## src/shared/sae_consts.vh

```
/*
 Shared constants for the store/add execution block.
 Assumes inclusion by bare name from each design file.
*/
`ifndef SAE_CONSTS_VH
`define SAE_CONSTS_VH
// ==========================================
// Operation codes on op_code
`define SAE_OP_W 4
`define SAE_OP_FULLWORD_SAVE 4'h1
`define SAE_OP_HALFWORD_SAVE 4'h2
`define SAE_OP_BYTE_SAVE 4'h3
`define SAE_OP_BYTE_SAVE_AUTOINC 4'h4
`define SAE_OP_ADD_IMMEDIATE 4'h5
`define SAE_OP_ADD_FULLREG 4'h6
`define SAE_OP_ADD_HALFREG 4'h7
`define SAE_OP_ADD_BYTE_REG 4'h8
// ==========================================
// Register layout: byte X [21:16] (6 bits), byte 0 [15:8], byte 1 [7:0]
`define SAE_REG_W 22
`define SAE_BYTEX_HI 21
`define SAE_BYTEX_LO 16
`define SAE_BYTE0_HI 15
`define SAE_BYTE0_LO 8
`define SAE_BYTE1_HI 7
`define SAE_BYTE1_LO 0
`define SAE_REG_RST 22'h00_0000
// ==========================================
// Substitute base-pointer external register numbers
`define SAE_XREG_BYTE_BASE 8'h44
`define SAE_XREG_HALF_BASE 8'h45
`define SAE_XREG_FULL_BASE 8'h46
`define SAE_DISP_FULL_MAX 7'h7c
`define SAE_DISP_HALF_MAX 7'h7e
`define SAE_DISP_BYTE_MAX 7'h7f
`endif

```

## src/sae_regfile.v

```verilog
/*
 Eight general registers of 22 bits with one write port and two read ports.
 Assumes one write per cycle from the execute sequencer.
*/
`timescale 1ns/1ps
`default_nettype none
`include "sae_consts.vh"
module sae_regfile (
  input wire ref_clk,
  input wire sys_rst,
  input wire wr_en,
  input wire [2:0] wr_addr,
  input wire [`SAE_REG_W-1:0] wr_data,
  input wire [2:0] rd_a_addr,
  output wire [`SAE_REG_W-1:0] rd_a_data,
  input wire [2:0] rd_b_addr,
  output wire [`SAE_REG_W-1:0] rd_b_data
);
  reg [`SAE_REG_W-1:0] gpr_reg [0:7];
  genvar gi;
  // ==========================================
  // Storage
  generate
    for (gi = 0; gi < 8; gi = gi + 1)
    begin : g_gpr
      always @(posedge ref_clk)
      begin
        if (sys_rst)
          gpr_reg[gi] <= `SAE_REG_RST;
        else if (wr_en && wr_addr == gi)
          gpr_reg[gi] <= wr_data;
      end
    end
  endgenerate
  assign rd_a_data = gpr_reg[rd_a_addr];
  assign rd_b_data = gpr_reg[rd_b_addr];
endmodule
`default_nettype wire

```

## src/sae_addr_gen.v

```verilog
/*
 Effective storage address: base plus displacement, with substitute bases.
 Assumes substitute pointers are supplied already initialised by software.
*/
`timescale 1ns/1ps
`default_nettype none
`include "sae_consts.vh"
module sae_addr_gen (
  input wire [`SAE_OP_W-1:0] op,
  input wire [2:0] base_sel,
  input wire [`SAE_REG_W-1:0] base_val,
  input wire [6:0] disp,
  input wire [`SAE_REG_W-1:0] xreg_full_base,
  input wire [`SAE_REG_W-1:0] xreg_half_base,
  input wire [`SAE_REG_W-1:0] xreg_byte_base,
  output reg [`SAE_REG_W-1:0] eff_addr
);
  reg [`SAE_REG_W-1:0] base;
  reg [6:0] dsp;
  reg [`SAE_REG_W-1:0] sum;
  always @*
  begin
    base = base_val;
    dsp = disp;
    if (base_sel == 3'h0)
    begin
      case (op)
        `SAE_OP_FULLWORD_SAVE: base = xreg_full_base;
        `SAE_OP_HALFWORD_SAVE: base = xreg_half_base;
        `SAE_OP_BYTE_SAVE: base = xreg_byte_base;
        default: base = base_val;
      endcase
    end
    case (op)
      `SAE_OP_FULLWORD_SAVE: dsp = disp & `SAE_DISP_FULL_MAX;
      `SAE_OP_HALFWORD_SAVE: dsp = disp & `SAE_DISP_HALF_MAX;
      `SAE_OP_BYTE_SAVE: dsp = disp & `SAE_DISP_BYTE_MAX;
      `SAE_OP_BYTE_SAVE_AUTOINC: dsp = 7'h00;
      default: dsp = disp;
    endcase
    sum = base + {15'h0000, dsp};
    eff_addr = sum;
    // Halfword-aligned storage: low bit dropped for word and halfword
    if (op == `SAE_OP_FULLWORD_SAVE || op == `SAE_OP_HALFWORD_SAVE)
      eff_addr = {sum[`SAE_REG_W-1:1], 1'b0};
  end
endmodule
`default_nettype wire

```

## src/sae_execute.v

```verilog
/*
 Execution of the store group and first add group of the central control unit.
 Assumes one instruction per op_valid pulse, already decoded into fields, and
 storage that accepts a write strobe at any cycle.
*/
// Behaviour
// - Word and halfword stores drop address bit zero
// - Word store base zero uses pointer 0x46
// - Source register zero stores all zeros
// - Halfword store writes bytes 0,1, even displacement
// - Halfword store base zero uses pointer 0x45
// - Byte store picks byte by select bit
// - Byte store base zero uses pointer 0x44
// - Byte formats force register low bit one
// - Autoincrement byte store bumps base by one
// - Autoincrement with base zero raises check
// - Same register: increment before byte extraction
// - Stores never alter condition latches
// - Immediate add sets carry and zero per field
// - Byte X excluded from condition decisions except in full register add and the select-1 byte register add carry
// - Full register add, unsigned, sets latches
// - Halfword add keeps byte X, carry from byte 0
// - Add to register zero branches, latches kept
// - Byte register add zero-extends selected byte
// - Register zero is the instruction address
// - Registers are 22 bits, word store 22 bits
`timescale 1ns/1ps
`default_nettype none
`include "sae_consts.vh"
module sae_execute (
  input wire ref_clk,
  input wire sys_rst,
  input wire op_valid,
  input wire [`SAE_OP_W-1:0] op_code,
  input wire [2:0] op_r1,
  input wire [2:0] op_r2,
  input wire [1:0] op_rbyte,
  input wire dest_byte_sel,
  input wire src_byte_sel,
  input wire [6:0] op_disp,
  input wire [7:0] op_imm,
  input wire [`SAE_REG_W-1:0] xreg_full_base,
  input wire [`SAE_REG_W-1:0] xreg_half_base,
  input wire [`SAE_REG_W-1:0] xreg_byte_base,
  output reg mem_wr,
  output reg [`SAE_REG_W-1:0] mem_addr,
  output reg [`SAE_REG_W-1:0] mem_wdata,
  output reg [1:0] mem_size,
  output reg carry_latch,
  output reg zero_latch,
  output reg branch_taken,
  output reg [`SAE_REG_W-1:0] branch_addr,
  output reg invalid_op_check,
  output reg done
);
  // ==========================================
  // States
  localparam SEQ_IDLE = 3'b001;
  localparam SEQ_EXEC = 3'b010;
  localparam SEQ_WRITE = 3'b100;
  localparam SZ_BYTE = 2'h0;
  localparam SZ_HALF = 2'h1;
  localparam SZ_WORD = 2'h2;

  reg [2:0] state_reg;
  reg [2:0] state_next;
  reg [`SAE_OP_W-1:0] op_reg;
  reg [2:0] ra_reg;
  reg [2:0] rb_reg;
  reg dsel_reg;
  reg ssel_reg;
  reg [6:0] disp_reg;
  reg [7:0] imm_reg;

  wire [`SAE_REG_W-1:0] ra_val;
  wire [`SAE_REG_W-1:0] rb_val;
  wire [`SAE_REG_W-1:0] eff_addr;
  reg rf_wr;
  reg [2:0] rf_waddr;
  reg [`SAE_REG_W-1:0] rf_wdata;

  // ==========================================
  // Decode latch: byte formats take a two-bit field with low bit forced
  wire byte_fmt = (op_code == `SAE_OP_BYTE_SAVE) ||
                  (op_code == `SAE_OP_BYTE_SAVE_AUTOINC) ||
                  (op_code == `SAE_OP_ADD_IMMEDIATE) ||
                  (op_code == `SAE_OP_ADD_BYTE_REG);
  wire [2:0] r1_eff = byte_fmt ? {op_rbyte, 1'b1} : op_r1;
  wire [2:0] r2_eff = (op_code == `SAE_OP_ADD_BYTE_REG) ?
                      {op_r2[2:1], 1'b1} : op_r2;

  always @(posedge ref_clk)
  begin
    if (sys_rst)
    begin
      op_reg <= 4'h0;
      ra_reg <= 3'h0;
      rb_reg <= 3'h0;
      dsel_reg <= 1'b0;
      ssel_reg <= 1'b0;
      disp_reg <= 7'h00;
      imm_reg <= 8'h00;
    end
    else if (state_reg == SEQ_IDLE && op_valid)
    begin
      op_reg <= op_code;
      ra_reg <= r1_eff;
      rb_reg <= r2_eff;
      dsel_reg <= dest_byte_sel;
      ssel_reg <= src_byte_sel;
      disp_reg <= op_disp;
      imm_reg <= op_imm;
    end
  end

  // ==========================================
  // Register file and address path
  sae_regfile u_regfile (
    .ref_clk(ref_clk),
    .sys_rst(sys_rst),
    .wr_en(rf_wr),
    .wr_addr(rf_waddr),
    .wr_data(rf_wdata),
    .rd_a_addr(ra_reg),
    .rd_a_data(ra_val),
    .rd_b_addr(rb_reg),
    .rd_b_data(rb_val)
  );

  sae_addr_gen u_addr_gen (
    .op(op_reg),
    .base_sel(rb_reg),
    .base_val(rb_val),
    .disp(disp_reg),
    .xreg_full_base(xreg_full_base),
    .xreg_half_base(xreg_half_base),
    .xreg_byte_base(xreg_byte_base),
    .eff_addr(eff_addr)
  );

  // ==========================================
  // Arithmetic
  // Register zero reads as zero data for stores, never as itself
  wire [`SAE_REG_W-1:0] src_val = (ra_reg == 3'h0) ? `SAE_REG_RST : ra_val;
  wire [`SAE_REG_W-1:0] inc_base = rb_val + 22'h00_0001;
  // Shared register: byte taken from the already incremented value
  wire [`SAE_REG_W-1:0] byte_src = (ra_reg == rb_reg) ? inc_base : ra_val;
  wire [7:0] byte_pick = ssel_reg ? byte_src[`SAE_BYTE1_HI:`SAE_BYTE1_LO] :
                         byte_src[`SAE_BYTE0_HI:`SAE_BYTE0_LO];
  wire [7:0] plain_pick = dsel_reg ? ra_val[`SAE_BYTE1_HI:`SAE_BYTE1_LO] :
                          ra_val[`SAE_BYTE0_HI:`SAE_BYTE0_LO];

  wire [`SAE_REG_W:0] full_sum = {1'b0, ra_val} + {1'b0, rb_val};
  wire [16:0] half_sum = {1'b0, ra_val[15:0]} + {1'b0, rb_val[15:0]};
  wire [8:0] imm_b0 = {1'b0, ra_val[15:8]} + {1'b0, imm_reg};
  wire [16:0] imm_hw = {1'b0, ra_val[15:0]} + {9'h000, imm_reg};
  wire [7:0] bytereg_op = ssel_reg ? rb_val[7:0] : rb_val[15:8];
  wire [13:0] bytereg_x0 = ra_val[21:8] + {6'h00, bytereg_op};
  wire [`SAE_REG_W:0] bytereg_all = {1'b0, ra_val} + {15'h0000, bytereg_op};

  // ==========================================
  // Sequencer
  always @*
  begin
    state_next = state_reg;
    case (state_reg)
      SEQ_IDLE: if (op_valid) state_next = SEQ_EXEC;
      SEQ_EXEC: state_next = SEQ_WRITE;
      SEQ_WRITE: state_next = SEQ_IDLE;
      default: state_next = SEQ_IDLE;
    endcase
  end

  // Register write-back, issued in the execute cycle
  always @*
  begin
    rf_wr = 1'b0;
    rf_waddr = ra_reg;
    rf_wdata = ra_val;
    if (state_reg == SEQ_EXEC)
    begin
      case (op_reg)
        `SAE_OP_BYTE_SAVE_AUTOINC:
        begin
          rf_wr = (rb_reg != 3'h0);
          rf_waddr = rb_reg;
          rf_wdata = inc_base;
        end
        `SAE_OP_ADD_IMMEDIATE:
        begin
          rf_wr = 1'b1;
          // Byte X rides along unaffected; byte 1 kept when select is 0
          if (dsel_reg)
            rf_wdata = {ra_val[21:16], imm_hw[15:0]};
          else
            rf_wdata = {ra_val[21:16], imm_b0[7:0], ra_val[7:0]};
        end
        `SAE_OP_ADD_FULLREG:
        begin
          rf_wr = 1'b1;
          rf_wdata = full_sum[`SAE_REG_W-1:0];
        end
        `SAE_OP_ADD_HALFREG:
        begin
          rf_wr = 1'b1;
          rf_wdata = {ra_val[21:16], half_sum[15:0]};
        end
        `SAE_OP_ADD_BYTE_REG:
        begin
          rf_wr = 1'b1;
          if (dsel_reg)
            rf_wdata = bytereg_all[`SAE_REG_W-1:0];
          else
            rf_wdata = {bytereg_x0, ra_val[7:0]};
        end
        default: rf_wr = 1'b0;
      endcase
    end
  end

  // ==========================================
  // Outputs and condition latches
  always @(posedge ref_clk)
  begin
    if (sys_rst)
    begin
      state_reg <= SEQ_IDLE;
      mem_wr <= 1'b0;
      mem_addr <= `SAE_REG_RST;
      mem_wdata <= `SAE_REG_RST;
      mem_size <= SZ_BYTE;
      carry_latch <= 1'b0;
      zero_latch <= 1'b0;
      branch_taken <= 1'b0;
      branch_addr <= `SAE_REG_RST;
      invalid_op_check <= 1'b0;
      done <= 1'b0;
    end
    else
    begin
      state_reg <= state_next;
      mem_wr <= 1'b0;
      branch_taken <= 1'b0;
      invalid_op_check <= 1'b0;
      done <= (state_reg == SEQ_EXEC);
      if (state_reg == SEQ_EXEC)
      begin
        // Latches change only in the add cases below
        case (op_reg)
          `SAE_OP_FULLWORD_SAVE:
          begin
            mem_wr <= 1'b1;
            mem_addr <= eff_addr;
            mem_size <= SZ_WORD;
            mem_wdata <= src_val;
          end
          `SAE_OP_HALFWORD_SAVE:
          begin
            mem_wr <= 1'b1;
            mem_addr <= eff_addr;
            mem_size <= SZ_HALF;
            mem_wdata <= {6'h00, src_val[15:0]};
          end
          `SAE_OP_BYTE_SAVE:
          begin
            mem_wr <= 1'b1;
            mem_addr <= eff_addr;
            mem_size <= SZ_BYTE;
            mem_wdata <= {14'h0000, plain_pick};
          end
          `SAE_OP_BYTE_SAVE_AUTOINC:
          begin
            if (rb_reg == 3'h0)
              invalid_op_check <= 1'b1;
            else
            begin
              mem_wr <= 1'b1;
              mem_addr <= rb_val;
              mem_size <= SZ_BYTE;
              mem_wdata <= {14'h0000, byte_pick};
            end
          end
          `SAE_OP_ADD_IMMEDIATE:
          begin
            // Byte X ignored for both latches
            if (dsel_reg)
            begin
              carry_latch <= imm_hw[16];
              zero_latch <= (imm_hw[15:0] == 16'h0000);
            end
            else
            begin
              carry_latch <= imm_b0[8];
              zero_latch <= (imm_b0[7:0] == 8'h00);
            end
          end
          `SAE_OP_ADD_FULLREG:
          begin
            if (ra_reg == 3'h0)
            begin
              branch_taken <= 1'b1;
              branch_addr <= full_sum[`SAE_REG_W-1:0];
            end
            else
            begin
              carry_latch <= full_sum[`SAE_REG_W];
              zero_latch <= (full_sum[`SAE_REG_W-1:0] == 22'h00_0000);
            end
          end
          `SAE_OP_ADD_HALFREG:
          begin
            if (ra_reg == 3'h0)
            begin
              branch_taken <= 1'b1;
              branch_addr <= {ra_val[21:16], half_sum[15:0]};
            end
            else
            begin
              carry_latch <= half_sum[16];
              zero_latch <= (half_sum[15:0] == 16'h0000);
            end
          end
          `SAE_OP_ADD_BYTE_REG:
          begin
            // Carry is overflow out of byte 0 when select is 0, sum bit 16 (low bit of byte X) when 1; zero ignores byte X
            carry_latch <= dsel_reg ? bytereg_all[16] :
                           (({1'b0, ra_val[15:8]} + {1'b0, bytereg_op}) > 9'h0ff);
            zero_latch <= dsel_reg ? (bytereg_all[15:0] == 16'h0000) :
                          (bytereg_x0[7:0] == 8'h00);
          end
          default: done <= 1'b1;
        endcase
      end
    end
  end
endmodule
`default_nettype wire

```

## config.mk

```make
export PLATFORM = sky130hd
export DESIGN_NAME = sae_execute
export DESIGN_NICKNAME = d
export VERILOG_FILES = /design/src/sae_regfile.v /design/src/sae_addr_gen.v /design/src/sae_execute.v
export VERILOG_INCLUDE_DIRS = /design/src /design/src/shared
export SDC_FILE = /design/constraint.sdc
export NUM_CORES = 1
export LEC_CHECK = 0
export BUFFER_PORTS_ARGS = -buffer_cell sky130_fd_sc_hd__buf_4
export CELL_PAD_IN_SITES_DETAIL_PLACEMENT = 0
export CELL_PAD_IN_SITES_GLOBAL_PLACEMENT = 1
export CORE_AREA = 4 4 240 242
export CTS_BUF_LIST = sky130_fd_sc_hd__clkbuf_2
export DETAILED_ROUTE_END_ITERATION = 10
export DIE_AREA = 0 0 244 246
export PLACE_DENSITY = 0.71
export REMOVE_ABC_BUFFERS = 1
export SYNTH_ARGS = -nofsm -noshare
export SYNTH_HDL_FRONTEND = slang
export SYNTH_SLANG_ARGS = --single-unit
```

## constraint.sdc

```tcl
create_clock -name ref_clk -period 16.5 [get_ports ref_clk]
set_clock_uncertainty 0.2 [all_clocks]
set_input_delay 4.95 -clock ref_clk [delete_from_list [all_inputs] [get_ports ref_clk]]
set_output_delay 4.95 -clock ref_clk [all_outputs]
set_load 0.03 [all_outputs]
```

==> results of run 1 <==
## layout make-up
type                    instances  area, sq um  share of cell area
repair buffers                224         1682             0.07572
flip-flops and latches        286         7492              0.3374
well taps                     748        935.9             0.04214
clock inverters                20        165.2            0.007437
diodes                          1        2.502           0.0001127
clock buffers                 109        545.5             0.02456
multi-input cells            1517        11150              0.5020
inverters                      63        236.5             0.01065
## where the power goes
group	internal (mW)	leakage [nW]	switching [mW]	total, mW
Sequential	0.778	2.71	0.0160	0.794
Clock	0.223	0.537	0.313	0.536
Combinational	0.256	5.26	0.453	0.708
## cell usage after synthesis, drive strengths merged, types with 6 or more instances
master,n,area share
or2,7,0.0023
and3,13,0.0042
o32ai,6,0.0031
mux2,43,0.025
nand2,177,0.035
o22ai,9,0.0029
o31ai,9,0.0035
o21a,8,0.0032
a31oi,11,0.0036
xor2,25,0.011
clkbuf,99,0.019
and2,18,0.0058
a211oi,23,0.0092
o21bai,10,0.0041
a21oi,136,0.036
o221ai,11,0.0050
a22oi,18,0.0070
or3,9,0.0029
nand4,26,0.0084
nand3b,6,0.0023
a221oi,21,0.011
fa,6,0.0062
nand3,37,0.0096
a221o,9,0.0047
mux4,93,0.11
dfxtp,110,0.11
mux2i,47,0.026
nand2b,10,0.0032
o21ai,87,0.023
or4,8,0.0031
a21boi,6,0.0023
a311oi,6,0.0027
buf,28,0.0073
ha,62,0.040
edfxtp,176,0.27
o211ai,16,0.0062
nor2b,7,0.0023
nor2,333,0.065
inv,58,0.011
nor3,43,0.011
a21o,23,0.0090
xnor2,64,0.029
nor4,13,0.0042
## through the flow
step	hold WS, ns	std cells	setup slack, ns	utilization	area (sq um)
finish	0.2576	2968	8.838	0.4031	22210
global route	0.2793	2968	8.542	0.4031	22210
CTS	0.2585	2967	8.876	0.4030	22210
detailed placement	0.2461	2838	7.727	0.3901	21490
global placement	0.2395	2838	7.743	0.3901	21490
floorplan	0.2255	1866	8.486	-	18740
## metal layers
layer | part of all wire | vias up | GRT usage
met4 | 0.043 | 0 | 0.1046
met3 | 0.066 | 158 | 0.03875
met1 | 0.40 | 8444 | 0.2838
met2 | 0.49 | 735 | 0.3953
met5 | 0 | - | 0
li1 | - | 7827 | -
## cell families (layout without fill, tap and decap cells)
group	after synthesis	after routing	share of synthesized area
and+or+nand+nor	724	724	0.1672
other	0	1	0
muxes	183	183	0.1597
adders and majority gates	68	68	0.04654
xor gates and xnor gates	89	89	0.04049
DFF	286	286	0.3890
buffers and inverters	190	416	0.03887
AOI/OAI and AO/OA	453	453	0.1583
## worst min-delay path, stage by stage, from the launching register on
cell and delay [ns]:
dfxtp_1 0.31, nand2_1 0.05, a21oi_1 0.05
## worst paths after layout
kind / from / end / depth (start not counted)
worst min register to register: disp_reg[2] / disp_reg[2] / 2
worst max register to register: flip-flop / u_regfile.gpr_reg[7][8] / 15
worst min-delay path: disp_reg[2] / disp_reg[2] / 2
worst max-delay path: xreg_byte_base[1] / mem_addr[21] / 16
==> impl_metrics.yaml, run 1 <==
layout:
  final_nets: 2334
  area_growth_pct: 15.37
  final_cell_mix: "nor2_1, buf_4, nand2_1, edfxtp_1, a21oi_1"
  largest_reg_flops: 176
  final_common_cell: "nor2_1"
  drive_gt1_frac: 0.2375
  fillCellCount: 5530
job:
  drv_cap: 0
placed_design:
  dpl.hpwl_um: 50750
  port_buffers: 171
  place.gp.congestion: 0.9309
critical_path:
  slowest_stage: "nor4_1"
  path_cells: "buf_4 > mux2_2 > a221oi_1 > a21oi_1 > ha_1 > a21o_1 > a21oi_1 > o21bai_1 > a21oi_1 > o21bai_1 > a21oi_1 > buf_4 > nor4_1 > a21oi_1 > o311ai_1 > a21oi_1"
  slowest_delay_ns: 0.83
  critPathTopFamily: "compound AO/OA/AOI/OAI gates"
  rrSetupSlack_ns: 9.84
  cp_data_arrival_time_ns: 8.37
  worstSetupStartpointType: "input pin"
  cp_common_cell: "a21oi_1"
  end_kind: "flip-flop"
  crit_buf_inv: 2
  path_max_fanout: 8
  required_ns: 17.20
  worstSetupPathType: "in2reg"
route:
  num_vias: 17160
  ant_nets: 0
  vias_per_cell: 5.783
  wirelength_um: 70770
  wl_per_cell_um: 23.84
  drtIter0Drc: 1575
  drc: 0
  drt_pass1_iterations: 8
logic_synthesis:
  syn_area_sq_mm: 0.01925
  ys_seq_area_frac: 0.3890
  synthFlopType: "edfxtp_1"
  syn-mean-instance-area_sq_um: 9.659
  synth_enable_flop_cells: 176
  ys_ff_latch: 286
  synthArstFlopShare: 0
  postSynthCellCount: 1993
  synth_cell_types: 88
  ys_warn_count: 0
min_path:
  hp-class: "reg2reg"
cts:
  clk_path_buf_depth: 3
  cts_sinks: 286
  clkTransAtPathRegs_ns: 0.09
  cts-root-buf: "clkbuf_2"
  numCtsBuffers: 76
  tritoncts: "yes"
  htree_levels: 3
  ctsResizeCount: 0
  holdBufCountCts: 0
  post_cts_buffers: 0
  clkLatencyLatePin_ns: 1.06
sta:
  max_freq_mhz: 130.5
  finalCritPeriodShare: 0.4644
  rsz0062_at_grt: "no"
  relSlewSlack: 0.1035
  fin_crit_ns: 7.662
  setup_viol: 0
  worst_pin_slew_ns: 1.341
  hold_viol: 0
  finalSetupTns_ns: 0
  slew_violations: 0
power_and_ir_drop:
  p_per_area_mw_per_mm2: 91.76
  ir_worst_vdd_mv: 0.03386
  power.total_mw: 2.038
  p_leak_nw: 8.506
global_route:
  grt_pass1_wl_um: 105700
  grt_max_degree: 52
  grtUsageTotal: 0.2298
  grt_overflow: 0
  antenna_found_initial: 1
  grt_pass1_vias: 17270
floorplan:
  fp.dieW_um: 244
  initial_core_util: 0.3494
  dieArea_sq_mm: 0.06002
  die_h_um: 246
  coreArea_sq_mm: 0.05509
  num_rows: 86
  ios: 172
outcome:
  status: "finished clean"
(Power assumes the default switching activity.)
==> inputs of run 2 (changes only) <==
--- a/config.mk
+++ b/config.mk
@@ -13,7 +13,7 @@
 export CTS_BUF_LIST = sky130_fd_sc_hd__clkbuf_2
 export DETAILED_ROUTE_END_ITERATION = 10
 export DIE_AREA = 0 0 244 246
-export PLACE_DENSITY = 0.71
+export PLACE_DENSITY = 0.74
 export REMOVE_ABC_BUFFERS = 1
 export SYNTH_ARGS = -nofsm -noshare
 export SYNTH_HDL_FRONTEND = slang
==> constraint.sdc (replaced) <==
create_clock -name ref_clk -period 6.35 [get_ports ref_clk]
set_clock_uncertainty 0.2 [all_clocks]
set_input_delay 1.905 -clock ref_clk [delete_from_list [all_inputs] [get_ports ref_clk]]
set_output_delay 1.905 -clock ref_clk [all_outputs]
set_load 0.03 [all_outputs]
==> impl_metrics.yaml, run 2 (synthesized netlist as in run 1, its figures left out) <==
outcome:
  status: "finished, violations left"
  violations: "design-rule violations"
cts:
  holdBufCountCts: 0
  htree_levels: 3
  clk_path_buf_depth: 3
  numCtsBuffers: 76
  tritoncts: "yes"
  cts_sinks: 286
  ctsResizeCount: 0
  cts-root-buf: "clkbuf_2"
  clkTransAtPathRegs_ns: 0.09
  clkLatencyLatePin_ns: 1.11
  post_cts_buffers: 0
layout:
  final_cell_mix: "nor2_1, buf_4, nand2_1, edfxtp_1, a21oi_1"
  drive_gt1_frac: 0.2437
  area_growth_pct: 16.64
  final_common_cell: "nor2_1"
  largest_reg_flops: 176
  final_nets: 2367
  fillCellCount: 5520
sta:
  worst_pin_slew_ns: 1.283
  hold_viol: 0
  finalCritPeriodShare: 0.8804
  rsz0062_at_grt: "no"
  timing.final.ws_setup_ns: 0.7594
  finalSetupTns_ns: 0
  max_freq_mhz: 178.9
  relSlewSlack: 0.1201
  setup_viol: 0
  slew_violations: 0
  fin_crit_ns: 5.591
job:
  drv_cap: 0
route:
  highest_layer: "met4"
  drtIter0Drc: 1426
  met3WireLength_um: 5198
  wl_met1_um: 28310
  drt_pass1_iterations: 10
  num_vias: 17400
  wl_met2_um: 33670
  wl_per_cell_um: 23.45
  drc: 1
  wirelength_um: 70380
  vias_per_cell: 5.797
  ant_nets: 0
critical_path:
  path_cells: "buf_12 > mux4_2 > mux2i_1 > clkinv_1 > ha_1 > o21a_1 > o21ai_0 > a21oi_1 > and3b_1 > o41a_1 > a311oi_1 > buf_4 > o221ai_1 > a21oi_2 > nor2_1"
  slowest_delay_ns: 0.56
  end_kind: "flip-flop"
  required_ns: 6.95
  path_max_fanout: 39
  critPathTopFamily: "compound AO/OA/AOI/OAI gates"
  worstSetupPathType: "reg2reg"
  worstSetupStartpointType: "flip-flop"
  cp_data_arrival_time_ns: 6.19
  crit_buf_inv: 3
  slowest_stage: "mux4_2"
floorplan:
  fp.dieW_um: 244
  dieArea_sq_mm: 0.06002
  coreArea_sq_mm: 0.05509
  ios: 172
  die_h_um: 246
  num_rows: 86
  initial_core_util: 0.3494
power_and_ir_drop:
  p_leak_nw: 8.629
  p_per_area_mw_per_mm2: 235.0
  ir_worst_vdd_mv: 0.08477
  power.total_mw: 5.277
placed_design:
  dpl.hpwl_um: 50810
  port_buffers: 171
  place_ws_ns: 0.4750
  place.gp.congestion: 1.003
global_route:
  grt_overflow: 0
  grt_max_degree: 53
  grtUsageTotal: 0.2296
  antenna_found_initial: 1
  grt_pass1_vias: 17570
  grt_pass1_wl_um: 105900
min_path:
  hp-class: "reg2reg"
## run 2: path summary, 6_finish.rpt
path                                 startpoint  depth (start not counted)                       end  slack (ns)
worst max register to register        flip-flop                         15  u_regfile.gpr_reg[0][18]        0.76
worst min register to register  branch_addr[14]                          2           branch_addr[14]        0.26
worst max-delay path                  flip-flop                         15  u_regfile.gpr_reg[0][18]        0.76
worst min-delay path            branch_addr[14]                          2           branch_addr[14]        0.26
## run 2: layout make-up
| cell class | instances | area, sq um | share of cell area |
|---|---|---|---|
| Inverter | 63 | 236.5 | 0.01053 |
| Timing Repair Buffer | 257 | 1954 | 0.08704 |
| Antenna cell | 1 | 2.502 | 0.0001115 |
| Multi-Input combinational cell | 1517 | 11150 | 0.4965 |
| Clock buffer | 98 | 490.5 | 0.02184 |
| Tap cell | 748 | 935.9 | 0.04168 |
| Clock inverter | 32 | 192.7 | 0.008582 |
| Sequential cell | 286 | 7492 | 0.3337 |
## run 2: power breakdown
| part | total, mW | internal [mW] | switching [mW] |
|---|---|---|---|
| clock network | 1.32 | 0.509 | 0.812 |
| logic | 1.88 | 0.716 | 1.16 |
| registers | 2.08 | 2.02 | 0.0574 |
## run 2: stage by stage
step | hold WS (ns) | area (sq um) | instances | util
final | 0.2595 | 22450 | 3002 | 0.4075
after global routing | 0.2905 | 22450 | 3002 | 0.4075
after CTS | 0.2619 | 22450 | 3001 | 0.4075
after detailed placement | 0.2514 | 21770 | 2871 | 0.3951
after global placement | 0.2400 | 21770 | 2871 | 0.3951
after floorplan | 0.2255 | 18740 | 1866 | -
## run 2: layer usage
layer / GRT usage / vias to the layer above
met2: 0.3885 / 819
met4: 0.1070 / 0
met5: 0 / -
met1: 0.2827 / 8489
met3: 0.04658 / 175
li1: - / 7919
## run 2: worst register-to-register path: stages (launching register included)
cell	delay, ns
dfxtp_2	0.47
buf_12	0.34
mux4_2	0.59
mux2i_1	0.44
clkinv_1	0.35
ha_1	0.44
o21a_1	0.22
o21ai_0	0.28
a21oi_1	0.14
and3b_1	0.26
o41a_1	0.43
a311oi_1	0.31
buf_4	0.19
o221ai_1	0.14
a21oi_2	0.42
nor2_1	0.10
==> inputs of run 3 (changes only) <==
--- a/config.mk
+++ b/config.mk
@@ -6,15 +6,17 @@
 export SDC_FILE = /design/constraint.sdc
 export NUM_CORES = 1
 export LEC_CHECK = 0
+export ABC_AREA = 1
 export BUFFER_PORTS_ARGS = -buffer_cell sky130_fd_sc_hd__buf_4
 export CELL_PAD_IN_SITES_DETAIL_PLACEMENT = 0
 export CELL_PAD_IN_SITES_GLOBAL_PLACEMENT = 1
-export CORE_AREA = 4 4 240 242
+export CORE_AREA = 4 4 249 251
 export CTS_BUF_LIST = sky130_fd_sc_hd__clkbuf_2
 export DETAILED_ROUTE_END_ITERATION = 10
-export DIE_AREA = 0 0 244 246
-export PLACE_DENSITY = 0.74
+export DIE_AREA = 0 0 253 255
+export PLACE_DENSITY = 0.77
 export REMOVE_ABC_BUFFERS = 1
+export SKIP_CTS_REPAIR_TIMING = 1
 export SYNTH_ARGS = -nofsm -noshare
 export SYNTH_HDL_FRONTEND = slang
 export SYNTH_SLANG_ARGS = --single-unit
==> impl_metrics.yaml, run 3 <==
sta:
  rsz0062_at_grt: "no"
  hold_viol: 0
  worst_pin_slew_ns: 1.157
  max_freq_mhz: 176.3
  timing.final.ws_setup_ns: 0.6790
  setup_viol: 0
  slew_violations: 0
  finalCritPeriodShare: 0.8931
  relSlewSlack: 0.2255
  finalSetupTns_ns: 0
  fin_crit_ns: 5.671
global_route:
  grt_pass1_wl_um: 127600
  grt_max_degree: 82
  grt_pass1_vias: 20230
  antenna_found_initial: 3
  grtUsageTotal: 0.2631
  grt_overflow: 0
critical_path:
  cp_common_cell: "a21oi_1"
  cp_data_arrival_time_ns: 6.31
  slowest_delay_ns: 0.58
  path_cells: "buf_4 > a21oi_1 > o21ai_0 > nand3_1 > nand2_1 > inv_1 > ha_1 > fa_1 > nand3_1 > nand2_1 > a21boi_0 > o21bai_1 > a21oi_1 > xor2_1 > o21ai_0 > a21oi_1 > o211ai_1 > o21ai_1 > nor2_1"
  worstSetupPathType: "reg2reg"
  worstSetupEndpoint: "u_regfile.gpr_reg[5][10]"
  path_max_fanout: 77
  end_kind: "flip-flop"
  r2r_cells: 19
  rrSetupSlack_ns: 0.68
  worstSetupStartpointType: "flip-flop"
  timing.rr.end: "u_regfile.gpr_reg[5][10]"
  slowest_stage: "buf_4"
  required_ns: 6.99
logic_synthesis:
  synthArstFlopShare: 0
  yosysMostFrequentCell: "nand2_1"
  yosysTopAreaCell: "edfxtp_1"
  ys_ff_latch: 286
  synth_cell_types: 66
  postSynthCellCount: 2865
  synthTopCellsByCount: "nand2_1, nor2_1, inv_1, o21ai_0, a21oi_1"
  synth_enable_flop_cells: 176
  synth.area.top_cells: "edfxtp_1, dfxtp_1, nand2_1, nor2_1, o21ai_0"
  synth_top_area_frac: 0.2549
  ys_warn_count: 0
  syn-mean-instance-area_sq_um: 7.237
  ys_seq_area_frac: 0.3611
  synthFlopType: "edfxtp_1"
  syn_area_sq_mm: 0.02073
power_and_ir_drop:
  p_int_mw: 3.379
  p_sw_frac: 0.4628
  comb_power_share: 0.444
  p_leak_nw: 9.908
  p_switching_mw: 2.911
  p_per_area_mw_per_mm2: 267.6
  seqPwrFrac: 0.331
  ir_worst_vdd_mv: 0.1256
  pwr-share-clk: 0.225
min_path:
  hp-class: "reg2reg"
cts:
  numCtsBuffers: 78
  clkLatencyLatePin_ns: 1.13
  cts-root-buf: "clkbuf_2"
  htree_levels: 3
  cts_sinks: 286
  clk_path_buf_depth: 3
  tritoncts: "yes"
  clkTransAtPathRegs_ns: 0.10
layout:
  drive_gt1_frac: 0.1673
  final_nets: 3198
  fin_util: 0.3924
  final_common_cell: "nand2_1"
  fillCellCount: 6282
  seq_area_sq_mm: 0.007497
  area_growth_pct: 13.37
  largest_reg_flops: 176
  final_cell_mix: "nand2_1, nor2_1, inv_1"
  multi_input_area_sq_mm: 0.01130
route:
  num_vias: 21580
  wirelength_um: 88350
  drtIter0Drc: 2382
  drc: 0
  vias_per_cell: 5.570
  ant_nets: 0
  drt_pass1_iterations: 9
  wl_per_cell_um: 22.81
floorplan:
  fp.dieW_um: 253
  dieArea_sq_mm: 0.06452
  die_h_um: 255
  ios: 172
  initial_core_util: 0.3461
  num_rows: 90
  coreArea_sq_mm: 0.05991
placed_design:
  dpl.hpwl_um: 63550
  place.gp.congestion: 0.9943
  place_ws_ns: 0.7813
  port_buffers: 171
job:
  drv_cap: 0
outcome:
  status: "finished clean"
==> run 3: cell count changes in the layout (fill, tap and decap cells not counted), moves of 38 or more <==
cell	previous run	this run
xnor2_1	64	21
mux2i_1	45	0
nor2_1	333	384
o211ai_1	16	89
o21ai_1	6	44
inv_1	55	295
a21oi_1	133	228
o21ai_0	73	278
nand2_1	176	506
nand3_1	37	185
mux2_2	43	0
mux4_2	93	0
==> run 3: how the worst min path moves through the flow <==
stage	from	endpoint	cells past startpoint
finish	disp_reg[2]	disp_reg[2]	2
CTS	disp_reg[2]	disp_reg[2]	2
floorplan	disp_reg[2]	disp_reg[2]	2
global placement	disp_reg[2]	disp_reg[2]	2
global route	disp_reg[2]	disp_reg[2]	2
detailed placement	disp_reg[2]	disp_reg[2]	2
==> run 3: area by class of cell <==
cell class | instances | area share
multi-input combinational | 2109 | 0.4807
sequential | 286 | 0.3189
timing repair buffer | 240 | 0.07718
inverter | 317 | 0.05062
tap | 782 | 0.04162
clock buffer | 119 | 0.02534
clock inverter | 20 | 0.005483
antenna | 1 | 0.0001065
==> run 3: per-layer routing <==
layer	track usage	routed length, um	share of wire
met3	0.05497	8288	0.094
met2	0.4141	39270	0.44
met1	0.3541	37210	0.42
met5	0	0	0
met4	0.1095	3589	0.041
==> run 3: logic make-up after synthesis <==
kind of cell / synth area share
buffers and inverters: 0.1001
xor gates and xnor gates: 0.02872
and+or+nand+nor: 0.2490
adders and majority gates: 0.04321
AOI/OAI and AO/OA: 0.2179
DFF: 0.3611
==> run 3: power groups by stage <==
stage,Combinational [mW],Sequential [mW],Clock (mW)
after floorplan,1.64,2.16,0
after global placement,2.71,2.12,0
after detailed placement,2.71,2.12,0
after CTS,2.73,2.08,1.46
after global routing,3.00,2.09,1.56
final,2.79,2.08,1.42
==> run 3: per-stage QoR <==
stage / power [mW] / area [sq um] / instances / hold slack [ns]
5_1_grt: 6.653 / 23510 / 3874 / 0.2805
2_1_floorplan: 3.805 / 19850 / 2712 / 0.2321
4_1_cts: 6.263 / 23500 / 3873 / 0.2626
3_3_place_gp: 4.830 / 22780 / 3734 / 0.2430
6_report: 6.290 / 23510 / 3874 / 0.2623
3_5_place_dp: 4.836 / 22780 / 3734 / 0.2482
==> run 3: worst max-delay path: cells and delay by family, from the launching register on <==
family | cells | cell delay [ns]
fa+ha+maj | 2 | 0.74
simple gates | 5 | 0.78
buf+inv | 2 | 0.84
xor+xnor | 1 | 0.35
compound gates | 9 | 2.12
flops | 1 | 0.36
